--- src/core/slsu_pkg.sv ---
/*
  Shared constants, types and helper functions for the signed linear scaling unit.
  Assumes a single 10 MHz clock domain and a 32-bit AHB-Lite register bus.
*/
package slsu_pkg;

  // ----------------------------------------------------------------
  // Register map (byte addresses, one aligned word each)
  // ----------------------------------------------------------------
  localparam int unsigned SLSU_ADDR_W     = 8;
  localparam logic [7:0]  SLSU_CTRL_OFS   = 8'h00;
  localparam logic [7:0]  SLSU_STATUS_OFS = 8'h04;
  localparam logic [7:0]  SLSU_SOURCE_OFS = 8'h08;
  localparam logic [7:0]  SLSU_PARAM0_OFS = 8'h0c;
  localparam logic [7:0]  SLSU_PARAM4_OFS = 8'h1c;
  localparam logic [7:0]  SLSU_RESULT_OFS = 8'h20;
  localparam int unsigned SLSU_PARAM_NUM  = 5;

  // ----------------------------------------------------------------
  // Field positions and reset values
  // ----------------------------------------------------------------
  localparam int unsigned SLSU_CTRL_FWD_BIT   = 0;
  localparam int unsigned SLSU_CTRL_REV_BIT   = 1;
  localparam int unsigned SLSU_CTRL_SETC_BIT  = 2;
  localparam int unsigned SLSU_CTRL_CLRC_BIT  = 3;
  localparam int unsigned SLSU_STAT_BUSY_BIT  = 0;
  localparam logic [15:0] SLSU_WORD_RESET     = 16'h0000;
  localparam logic [15:0] SLSU_BCD_ZERO       = 16'h0000;

  // Parameter word positions relative to the parameter block base.
  localparam int unsigned SLSU_P_OFFSET = 0;
  localparam int unsigned SLSU_P_RUN    = 1;
  localparam int unsigned SLSU_P_RISE   = 2;
  localparam int unsigned SLSU_P_MAX    = 3;
  localparam int unsigned SLSU_P_MIN    = 4;

  // ----------------------------------------------------------------
  // Arithmetic constants and bus encodings
  // ----------------------------------------------------------------
  localparam logic signed [33:0] SLSU_FWD_LIMIT = 34'sh0000270f;
  localparam int unsigned        SLSU_DIV_NUM_W = 32;
  localparam int unsigned        SLSU_DIV_DEN_W = 16;
  localparam logic               SLSU_HRESP_OKAY = 1'b0;

  // ----------------------------------------------------------------
  // Types
  // ----------------------------------------------------------------
  typedef struct packed {
    logic negative;
    logic carry;
    logic zero;
    logic error;
  } slsu_flags_s;

  typedef enum logic [1:0] {
    SLSU_IDLE   = 2'b00,
    SLSU_DIVIDE = 2'b01,
    SLSU_FINISH = 2'b11
  } slsu_state_e;

  typedef enum logic {
    SLSU_OP_FWD = 1'b0,
    SLSU_OP_REV = 1'b1
  } slsu_op_e;

  // ----------------------------------------------------------------
  // BCD helpers
  // ----------------------------------------------------------------
  function automatic logic slsu_bcd_valid(input logic [15:0] bcd);
    return (bcd[15:12] < 4'ha) && (bcd[11:8] < 4'ha) && (bcd[7:4] < 4'ha) && (bcd[3:0] < 4'ha);
  endfunction

  function automatic logic [13:0] slsu_bcd_to_bin(input logic [15:0] bcd);
    return 14'(14'(bcd[15:12]) * 14'd1000 + 14'(bcd[11:8]) * 14'd100 + 14'(bcd[7:4]) * 14'd10
               + 14'(bcd[3:0]));
  endfunction

  function automatic logic [15:0] slsu_bin_to_bcd(input logic [13:0] bin);
    logic [29:0] sh;
    sh = {16'h0000, bin};
    for (int i = 0; i < 14; i++) begin
      for (int d = 0; d < 4; d++) begin
        if (sh[14+4*d +: 4] > 4'h4) begin
          sh[14+4*d +: 4] = sh[14+4*d +: 4] + 4'h3;
        end
      end
      sh = {sh[28:0], 1'b0};
    end
    return sh[29:14];
  endfunction

endpackage

--- src/core/slsu_divider.sv ---
/*
  Sequential unsigned restoring divider, one quotient bit per clock.
  Assumes the divisor is non-zero; the caller screens zero divisors out.
*/
`timescale 1ns/1ps
module slsu_divider
  import slsu_pkg::*;
#(
  parameter int unsigned NUM_W = SLSU_DIV_NUM_W,
  parameter int unsigned DEN_W = SLSU_DIV_DEN_W
) (
  // Clock and reset
  input  wire logic             clk_in,
  input  wire logic             reset_in,
  // Request
  input  wire logic             start_in,
  input  wire logic [NUM_W-1:0] numer_in,
  input  wire logic [DEN_W-1:0] denom_in,
  // Answer
  output logic                  busy_out,
  output logic                  done_out,
  output logic [NUM_W-1:0]      quot_out,
  output logic [DEN_W-1:0]      rem_out
);

  localparam int unsigned CNT_W = $clog2(NUM_W + 1);

  logic [DEN_W-1:0] denom;
  logic [CNT_W-1:0] count;

  wire logic [DEN_W:0] shifted = {rem_out, quot_out[NUM_W-1]};
  wire logic           fits    = shifted >= {1'b0, denom};
  wire logic [DEN_W:0] reduced = shifted - {1'b0, denom};

  always_ff @(posedge clk_in or posedge reset_in) begin
    if (reset_in) begin
      denom    <= '0;
      count    <= '0;
      busy_out <= 1'b0;
      done_out <= 1'b0;
      quot_out <= '0;
      rem_out  <= '0;
    end else if (start_in && !busy_out) begin
      denom    <= denom_in;
      count    <= CNT_W'(NUM_W);
      busy_out <= 1'b1;
      done_out <= 1'b0;
      quot_out <= numer_in;
      rem_out  <= '0;
    end else if (busy_out) begin
      rem_out  <= fits ? reduced[DEN_W-1:0] : shifted[DEN_W-1:0];
      quot_out <= {quot_out[NUM_W-2:0], fits};
      count    <= count - 1'b1;
      busy_out <= (count != CNT_W'(1));
      done_out <= (count == CNT_W'(1));
    end else begin
      done_out <= 1'b0;
    end
  end

endmodule // slsu_divider

--- src/core/slsu_scaler.sv ---
/*
  Signed linear scaling unit: forward scaler (signed binary to signed BCD) and
  reverse scaler (signed BCD to clamped signed binary), reached over AHB-Lite.
  Assumes software loads the source and parameter words before it starts an
  operation and leaves them alone while the unit is busy.
*/
// Notes on behaviour
// - Forward result is a BCD magnitude; carry flag set only for a negative result.
// - Forward scaler flags an error when the run-delta word is zero.
// - Forward scaler flags an error for non-BCD rise-delta; only a completed operation clears it.
// - Both scalers set the zero flag exactly when the result is zero.
// - Forward: (source minus offset) times rise-delta, divided by run-delta.
// - Both scalers round the quotient to the nearest integer.
// - Forward result saturates to the range minus 9999 to 9999.
// - Offset and slope may be positive, zero or negative; negative slope reverses.
// - Reverse source is a BCD magnitude signed by the carry flag.
// - Reverse scaler flags an error for a non-BCD source word.
// - Reverse scaler flags an error unless run-delta is BCD 0001 to 9999.
// - Reverse: (binary source plus offset) times rise-delta over binary run-delta.
// - Reverse result is clamped between the minimum and maximum words.
// - Reverse scaler sets the negative flag from the result's top bit.
`timescale 1ns/1ps
module slsu_scaler
  import slsu_pkg::*;
(
  // Clock and reset
  input  wire logic        clk_in,
  input  wire logic        reset_in,
  // AHB-Lite slave request
  input  wire logic        hsel_in,
  input  wire logic [31:0] haddr_in,
  input  wire logic [1:0]  htrans_in,
  input  wire logic        hwrite_in,
  input  wire logic [2:0]  hsize_in,
  input  wire logic        hready_in,
  input  wire logic [31:0] hwdata_in,
  // AHB-Lite slave answer
  output logic [31:0]      hrdata_out,
  output logic             hreadyout_out,
  output logic             hresp_out
);

  // ----------------------------------------------------------------
  // Bus slave
  // ----------------------------------------------------------------
  logic                   ap_valid;
  logic                   ap_write;
  logic [SLSU_ADDR_W-1:0] ap_addr;

  wire logic ap_take = hsel_in && hready_in && htrans_in[1];

  // Word size is the only size used; narrower writes still update the whole word.
  always_ff @(posedge clk_in or posedge reset_in) begin
    if (reset_in) begin
      ap_valid <= 1'b0;
      ap_write <= 1'b0;
      ap_addr  <= '0;
    end else if (hready_in) begin
      ap_valid <= ap_take;
      ap_write <= hwrite_in;
      ap_addr  <= haddr_in[SLSU_ADDR_W-1:0];
    end
  end

  assign hreadyout_out = 1'b1;
  assign hresp_out     = SLSU_HRESP_OKAY;

  wire logic       wr_phase  = ap_valid && ap_write;
  wire logic       hit_ctrl  = ap_addr == SLSU_CTRL_OFS;
  wire logic       hit_src   = ap_addr == SLSU_SOURCE_OFS;
  wire logic       hit_param = (ap_addr >= SLSU_PARAM0_OFS) && (ap_addr <= SLSU_PARAM4_OFS)
                               && (ap_addr[1:0] == 2'b00);
  wire logic [2:0] param_idx = 3'((ap_addr - SLSU_PARAM0_OFS) >> 2);
  wire logic       wr_ctrl   = wr_phase && hit_ctrl;

  // ----------------------------------------------------------------
  // Register file
  // ----------------------------------------------------------------
  logic [15:0]  source_word;
  logic [15:0]  param_word [0:SLSU_PARAM_NUM-1];
  logic [15:0]  result_word;
  slsu_flags_s  flags;
  slsu_state_e  state;
  slsu_op_e     op;

  always_ff @(posedge clk_in or posedge reset_in) begin
    if (reset_in) begin
      source_word <= SLSU_WORD_RESET;
      for (int i = 0; i < SLSU_PARAM_NUM; i++) begin
        param_word[i] <= SLSU_WORD_RESET;
      end
    end else if (wr_phase && hit_src) begin
      source_word <= hwdata_in[15:0];
    end else if (wr_phase && hit_param) begin
      param_word[param_idx] <= hwdata_in[15:0];
    end
  end

  wire logic [15:0] offset_word = param_word[SLSU_P_OFFSET];
  wire logic [15:0] run_word    = param_word[SLSU_P_RUN];
  wire logic [15:0] rise_word   = param_word[SLSU_P_RISE];
  wire logic [15:0] max_word    = param_word[SLSU_P_MAX];
  wire logic [15:0] min_word    = param_word[SLSU_P_MIN];

  wire logic busy = state != SLSU_IDLE;
  wire logic [15:0] status_word = {11'h000, flags, busy};

  // Reads decode the address held from the address phase, so a read that
  // directly follows a write already sees the written value.
  always_comb begin
    if (!ap_valid || ap_write) begin
      hrdata_out = 32'h00000000;
    end else if (hit_ctrl) begin
      hrdata_out = 32'h00000000;
    end else if (ap_addr == SLSU_STATUS_OFS) begin
      hrdata_out = {16'h0000, status_word};
    end else if (hit_src) begin
      hrdata_out = {16'h0000, source_word};
    end else if (hit_param) begin
      hrdata_out = {16'h0000, param_word[param_idx]};
    end else if (ap_addr == SLSU_RESULT_OFS) begin
      hrdata_out = {16'h0000, result_word};
    end else begin
      hrdata_out = 32'h00000000;
    end
  end

  // ----------------------------------------------------------------
  // Operand checks
  // ----------------------------------------------------------------
  wire logic start_fwd = wr_ctrl && hwdata_in[SLSU_CTRL_FWD_BIT] && !busy;
  wire logic start_rev = wr_ctrl && hwdata_in[SLSU_CTRL_REV_BIT] && !hwdata_in[SLSU_CTRL_FWD_BIT]
                         && !busy;
  wire logic fwd_bad   = (run_word == 16'h0000)
                         || !slsu_bcd_valid(rise_word);
  wire logic rev_bad   = !slsu_bcd_valid(source_word)
                         || !slsu_bcd_valid(run_word) || (run_word == SLSU_BCD_ZERO);
  wire logic start_err = (start_fwd && fwd_bad) || (start_rev && rev_bad);
  wire logic start_div = (start_fwd && !fwd_bad) || (start_rev && !rev_bad);
  // A carry op still lands when the start in the same write is refused for bad operands.
  wire logic set_carry_op   = wr_ctrl && hwdata_in[SLSU_CTRL_SETC_BIT];
  wire logic clear_carry_op = wr_ctrl && hwdata_in[SLSU_CTRL_CLRC_BIT] && !set_carry_op;

  // ----------------------------------------------------------------
  // Numerator and divisor
  // ----------------------------------------------------------------
  // Forward: source, offset and run-delta are signed binary, rise-delta a BCD magnitude.
  wire logic signed [32:0] fwd_diff = 33'(signed'(source_word)) - 33'(signed'(offset_word));
  wire logic signed [32:0] fwd_rise = signed'({19'h00000, slsu_bcd_to_bin(rise_word)});
  wire logic signed [32:0] fwd_num  = fwd_diff * fwd_rise;
  wire logic signed [16:0] fwd_den  = 17'(signed'(run_word));

  // Reverse: source is a BCD magnitude signed by the carry flag.
  wire logic signed [32:0] rev_src  = signed'({19'h00000, slsu_bcd_to_bin(source_word)});
  wire logic signed [32:0] rev_sgn  = flags.carry ? -rev_src : rev_src;
  wire logic signed [32:0] rev_sum  = rev_sgn + 33'(signed'(offset_word));
  wire logic signed [32:0] rev_num  = rev_sum * 33'(signed'(rise_word));
  wire logic signed [16:0] rev_den  = signed'({3'b000, slsu_bcd_to_bin(run_word)});

  wire logic signed [32:0] num_sel  = start_rev ? rev_num : fwd_num;
  wire logic signed [16:0] den_sel  = start_rev ? rev_den : fwd_den;
  wire logic signed [32:0] num_abs  = num_sel[32] ? -num_sel : num_sel;
  wire logic signed [16:0] den_abs  = den_sel[16] ? -den_sel : den_sel;

  logic        res_neg;
  logic [15:0] den_mag;
  logic        div_done;
  logic [31:0] quot;
  logic [15:0] rem;

  slsu_divider #(
    .NUM_W (SLSU_DIV_NUM_W),
    .DEN_W (SLSU_DIV_DEN_W)
  ) u_divider (
    .clk_in   (clk_in),
    .reset_in (reset_in),
    .start_in (start_div),
    .numer_in (num_abs[31:0]),
    .denom_in (den_abs[15:0]),
    .busy_out (),
    .done_out (div_done),
    .quot_out (quot),
    .rem_out  (rem)
  );

  // ----------------------------------------------------------------
  // Rounding, saturation and clamping
  // ----------------------------------------------------------------
  // Halves round away from zero, since rounding acts on the magnitude.
  wire logic               round_up = {rem, 1'b0} >= {1'b0, den_mag};
  wire logic [32:0]        q_rnd    = {1'b0, quot} + {32'h00000000, round_up};
  wire logic signed [33:0] q_pos    = signed'({1'b0, q_rnd});
  wire logic signed [33:0] q_signed = res_neg ? -q_pos : q_pos;

  wire logic signed [33:0] fwd_sat  = (q_signed > SLSU_FWD_LIMIT) ? SLSU_FWD_LIMIT :
                                      (q_signed < -SLSU_FWD_LIMIT) ? -SLSU_FWD_LIMIT : q_signed;
  wire logic signed [33:0] fwd_mag  = fwd_sat[33] ? -fwd_sat : fwd_sat;
  wire logic [15:0]        fwd_bcd  = slsu_bin_to_bcd(fwd_mag[13:0]);

  wire logic signed [33:0] rev_min  = 34'(signed'(min_word));
  wire logic signed [33:0] rev_max  = 34'(signed'(max_word));
  wire logic signed [33:0] rev_clmp = (q_signed < rev_min) ? rev_min :
                                      (q_signed > rev_max) ? rev_max : q_signed;

  wire logic [15:0] next_result = (op == SLSU_OP_REV) ? rev_clmp[15:0] : fwd_bcd;

  // ----------------------------------------------------------------
  // Sequencing and flags
  // ----------------------------------------------------------------
  always_ff @(posedge clk_in or posedge reset_in) begin
    if (reset_in) begin
      state   <= SLSU_IDLE;
      op      <= SLSU_OP_FWD;
      res_neg <= 1'b0;
      den_mag <= 16'h0000;
    end else begin
      case (state)
        SLSU_IDLE: begin
          if (start_div) begin
            state   <= SLSU_DIVIDE;
            op      <= start_rev ? SLSU_OP_REV : SLSU_OP_FWD;
            res_neg <= num_sel[32] ^ den_sel[16];
            den_mag <= den_abs[15:0];
          end
        end
        SLSU_DIVIDE: begin
          if (div_done) begin
            state <= SLSU_FINISH;
          end
        end
        SLSU_FINISH: begin
          state <= SLSU_IDLE;
        end
        default: begin
          state <= SLSU_IDLE;
        end
      endcase
    end
  end

  wire logic fin = state == SLSU_FINISH;

  always_ff @(posedge clk_in or posedge reset_in) begin
    if (reset_in) begin
      result_word <= SLSU_WORD_RESET;
    end else if (fin) begin
      result_word <= next_result;  // Only completed operations reach here.
    end
  end

  // Completion beats a software carry op in the same cycle: forward completion writes
  // the carry from the sign of a fresh result, reverse completion keeps the old carry.
  always_ff @(posedge clk_in or posedge reset_in) begin
    if (reset_in) begin
      flags <= '0;
    end else if (start_err) begin
      flags.error <= 1'b1;
      if (set_carry_op) begin
        flags.carry <= 1'b1;
      end else if (clear_carry_op) begin
        flags.carry <= 1'b0;
      end
    end else if (fin) begin
      flags.error <= 1'b0;
      if (op == SLSU_OP_FWD) begin
        flags.zero  <= fwd_sat == 34'sh0;
        flags.carry <= fwd_sat[33];
      end else begin
        flags.zero     <= rev_clmp[15:0] == 16'h0000;
        flags.negative <= rev_clmp[15];
      end
    end else if (set_carry_op) begin
      flags.carry <= 1'b1;
    end else if (clear_carry_op) begin
      flags.carry <= 1'b0;
    end
  end
endmodule // slsu_scaler

--- config.mk ---
export PLATFORM = sky130hd
export DESIGN_NAME = slsu_scaler
export DESIGN_NICKNAME = d
export VERILOG_FILES = /design/src/core/slsu_pkg.sv /design/src/core/slsu_divider.sv /design/src/core/slsu_scaler.sv
export SDC_FILE = /design/constraint.sdc
export NUM_CORES = 2
export LEC_CHECK = 0
export ABC_AREA = 0
export BUFFER_PORTS_ARGS = -buffer_cell sky130_fd_sc_hd__buf_2
export CORE_MARGIN = 3
export CORE_UTILIZATION = 55
export DETAILED_ROUTE_END_ITERATION = 12
export PLACE_DENSITY = 0.71
export SETUP_SLACK_MARGIN = 0.15
export SKIP_LAST_GASP = 1
export SLEW_MARGIN = 20
export SYNTH_ARGS = -nofsm -noshare
export SYNTH_HDL_FRONTEND = slang
export SYNTH_SLANG_ARGS = --single-unit
--- constraint.sdc ---
create_clock -name clk_in -period 22.7 [get_ports clk_in]
set_input_delay 1.135 -clock clk_in [delete_from_list [all_inputs] [get_ports clk_in]]
set_output_delay 1.135 -clock clk_in [all_outputs]
set_load 0.02 [all_outputs]
==> qor.txt <==
Highest achievable clock rate: 0.0477 GHz
# nets final: 6934
Startpoint of the worst register-to-register path: u_divider.rem_out[0]
Total stage count of the critical path: 96
Area fraction of the dominant cell type after synthesis: 24.8%
Critical path class: flip-flop to flip-flop
Fraction of layout instances using a drive strength above 1: 7.06%
Max Slew Vio Count: 0
DR WL/cell: 20.2 um
Largest net degree at the start of global routing: 91
Gate Count Post-Synth: 5818
Logic depth of the worst register-to-register path: 96
Top cell types by occurrence after synthesis: sky130_fd_sc_hd__inv_1 (894), sky130_fd_sc_hd__nand2_1 (730), sky130_fd_sc_hd__fa_1 (602)
Per-cell via count in the routed design: 5.92
Via count of the first global-routing pass: 41116
Number of buffers and inverters on the critical path: 11
First-pass GRT wire length: 225 mm
Total Die Area: 91800 um2
Most area-hungry cell type in the Yosys netlist: sky130_fd_sc_hd__fa_1
Core Footprint: 87200 um2
Cell family with the largest share of critical-path delay: simple AND/OR/NAND/NOR gates
Commonest register cell after synthesis: sky130_fd_sc_hd__dfrtp_1
Endpoint of the worst-slack reg-to-reg timing path: result_word[10]
Number of ports placed on the die boundary: 108
Yosys warnings: 0
Max-Slew Margin vs Limit: 28.1%
Buffer cell driving the clock tree root: sky130_fd_sc_hd__clkbuf_16
Result of the run: complete, no violations
CP startpoint: u_divider.rem_out[0]
Detailed-routing iteration count for the pre-antenna-repair pass: 6
Post-synthesis sequential area ratio: 11.2%
Initial core utilization: 55.7%
Clk Latency, worst-skew pair: 0.56 ns
Detail Route Antenna Nets: 0
Routed Wire Length: 140 mm
Worst endpoint required time: 23.14 ns
Critical Path Start Type: flip-flop
Clock period minus worst slack: 20.98 ns
Horizontal extent of the die: 303 um
Reg2reg setup slack: 1.72 ns
Vertical die dimension: 303 um
Clock H-tree levels: 1
TritonCTS buffer count: 26
Number of buffers added to fix hold violations after cts: 0
Mean cell area of the mapped netlist: 8.34 um2
Overall fraction of global-route tracks in use: 30.8%
Destination of the critical timing path: result_word[10]
Layout overhead on the synthesized area: 5.26%
Number of core rows: 108
Biggest cell delay along the critical path: 0.69 ns
Cell types with the largest area share after synthesis: sky130_fd_sc_hd__fa_1 (25%), sky130_fd_sc_hd__ha_1 (13%), sky130_fd_sc_hd__dfrtp_1 (11%)
Critical path arrival: 21.42 ns
Setup repair after global routing missed its margin: no
Netlist cell types: 115
Total vias in the final route: 40992
Post-synthesis register bit count: 218
Maximum number of buffers from clock root to sink: 3
Final Hold Violating Endpoints: 0
Type of element capturing the critical path: flip-flop
Post-synthesis async set-or-reset flop share: 100%
Final HPWL from detailed placement: 109 mm
Count of max-cap constraint violations: 0
Number of input and output port buffers inserted: 45
Cell type with the highest occurrence count on the critical path: sky130_fd_sc_hd__ha_1
Worst Path Max Fanout: 14
Pin slew with the least headroom to its limit: 1.07 ns
Drt first-iter violations: 3320
Tightest Hold Check Type: flip-flop to flip-flop
Final number of setup-violating endpoints: 0
DRC violation count after routing: 0
Worst clock skew: 0.0157 ns
Number of enable-type register cells in the synthesized netlist: 0
Initial antenna violation count: 6
Fin crit share: 92.4%
Most repeated cell in the gate-level netlist after synthesis: sky130_fd_sc_hd__inv_1
Congestion Overflow GR: 0
Sink Count: 218
Post-Syn Area: 48500 um2
Clock slew seen by the registers of the worst setup and hold paths: 0.06 ns
Final Wtd Congestion: 0.976
Slowest-stage cell, CP: sky130_fd_sc_hd__or4b_2
Setup TNS: 0 ns
CTS tree: done
-- final cells by class --
class,count,area [um2]
Tap cell,1155,1450
Clock buffer,39,831
Multi-Input combinational cell,4456,38900
Timing Repair Buffer,146,983
Sequential cell,218,5460
Inverter,899,3380
Clock inverter,8,100
Fill cell,7892,36100
Antenna cell,5,12.5
-- metrics by stage --
stage,area (um2),hold WS [ns],instances,utilization (%),worst slack (ns)
after floorplan,48600,0.435,5834,-,2.79
after global placement,50000,0.455,6868,57.3,0.787
after detailed placement,50000,0.465,6868,57.4,0.623
after CTS,50900,0.472,6915,58.4,0.479
after global routing,51100,0.492,6921,58.6,0.0587
final,51100,0.469,6926,58.6,1.72
-- worst min path at each step --
| stage | startpoint | endpoint | slack, ns | cells after the start |
|---|---|---|---|---|
| floorplan | u_divider.count[5] | u_divider.count[5] | 0.44 | 1 |
| global placement | u_divider.count[5] | u_divider.count[5] | 0.46 | 1 |
| detailed placement | u_divider.count[5] | u_divider.count[5] | 0.47 | 1 |
| CTS | u_divider.count[5] | u_divider.count[5] | 0.47 | 1 |
| global route | u_divider.count[5] | u_divider.count[5] | 0.49 | 1 |
| finish | u_divider.count[5] | u_divider.count[5] | 0.47 | 1 |
-- sequential cells by signal, summed over array words and instances, names as in the netlist, 2 cells and up --
name	flops
rise_word	16
den_mag	16
result_word	16
source_word	16
state	2
offset_word	16
max_word	16
min_word	16
u_divider.denom	16
u_divider.count	6
run_word	16
u_divider.quot_out	32
u_divider.rem_out	16
flags	4
ap_addr	8
-- worst register-to-register path, delay by kind of cell, from the launching register on --
family,cells,cell delay [ns]
simple gates,31,6.69
compound gates,29,6.26
fa+ha+maj,16,4.28
buf+inv,11,1.32
mux,5,1.14
xor+xnor,4,0.78
flops,1,0.42
-- repair_timing --
item,CTS,global route
buffers inserted,0,6
resized for setup,0,20
setup endpoints to repair,0,15
-- cell families (layout without fill, tap and decap cells) --
| logic type | Yosys count | in the layout | share of synthesized area [%] |
|---|---|---|---|
| compound gates | 1036 | 1036 | 13.9 |
| xor+xnor | 334 | 334 | 6.21 |
| fa+ha+maj | 1114 | 1114 | 38.0 |
| buf+inv | 1160 | 1092 | 9.20 |
| flops | 218 | 218 | 11.2 |
| mux | 172 | 172 | 3.85 |
| other cells | 2 | 23 | 0.0155 |
| simple gates | 1782 | 1782 | 17.5 |
-- cells in the final DEF (no fill, tap or decap), types with 89 or more instances in the layout --
| cell | Yosys | routed |
|---|---|---|
| sky130_fd_sc_hd__and2_1 | 168 | 168 |
| sky130_fd_sc_hd__o21ai_0 | 322 | 322 |
| sky130_fd_sc_hd__nor2_1 | 324 | 323 |
| sky130_fd_sc_hd__a21oi_1 | 234 | 234 |
| sky130_fd_sc_hd__xor2_1 | 100 | 95 |
| sky130_fd_sc_hd__nor3_1 | 93 | 89 |
| sky130_fd_sc_hd__fa_1 | 602 | 602 |
| sky130_fd_sc_hd__xnor2_1 | 227 | 225 |
| sky130_fd_sc_hd__nand2_1 | 730 | 730 |
| sky130_fd_sc_hd__ha_1 | 511 | 505 |
| sky130_fd_sc_hd__mux2_2 | 107 | 107 |
| sky130_fd_sc_hd__nand3_1 | 89 | 89 |
| sky130_fd_sc_hd__buf_4 | 25 | 101 |
| sky130_fd_sc_hd__dfrtp_1 | 218 | 216 |
| sky130_fd_sc_hd__inv_1 | 894 | 893 |
-- per-layer routing --
layer	global-route usage, %	routed length, um	vias up
li1	-	-	18940
met1	42.6	59300	20145
met2	49.3	63300	1562
met3	5.15	11500	345
met4	9.92	5470	0
met5	0	0	-
Power is not shown: default switching activity piles up to over one toggle a cycle in this logic, so the estimate is an artifact.
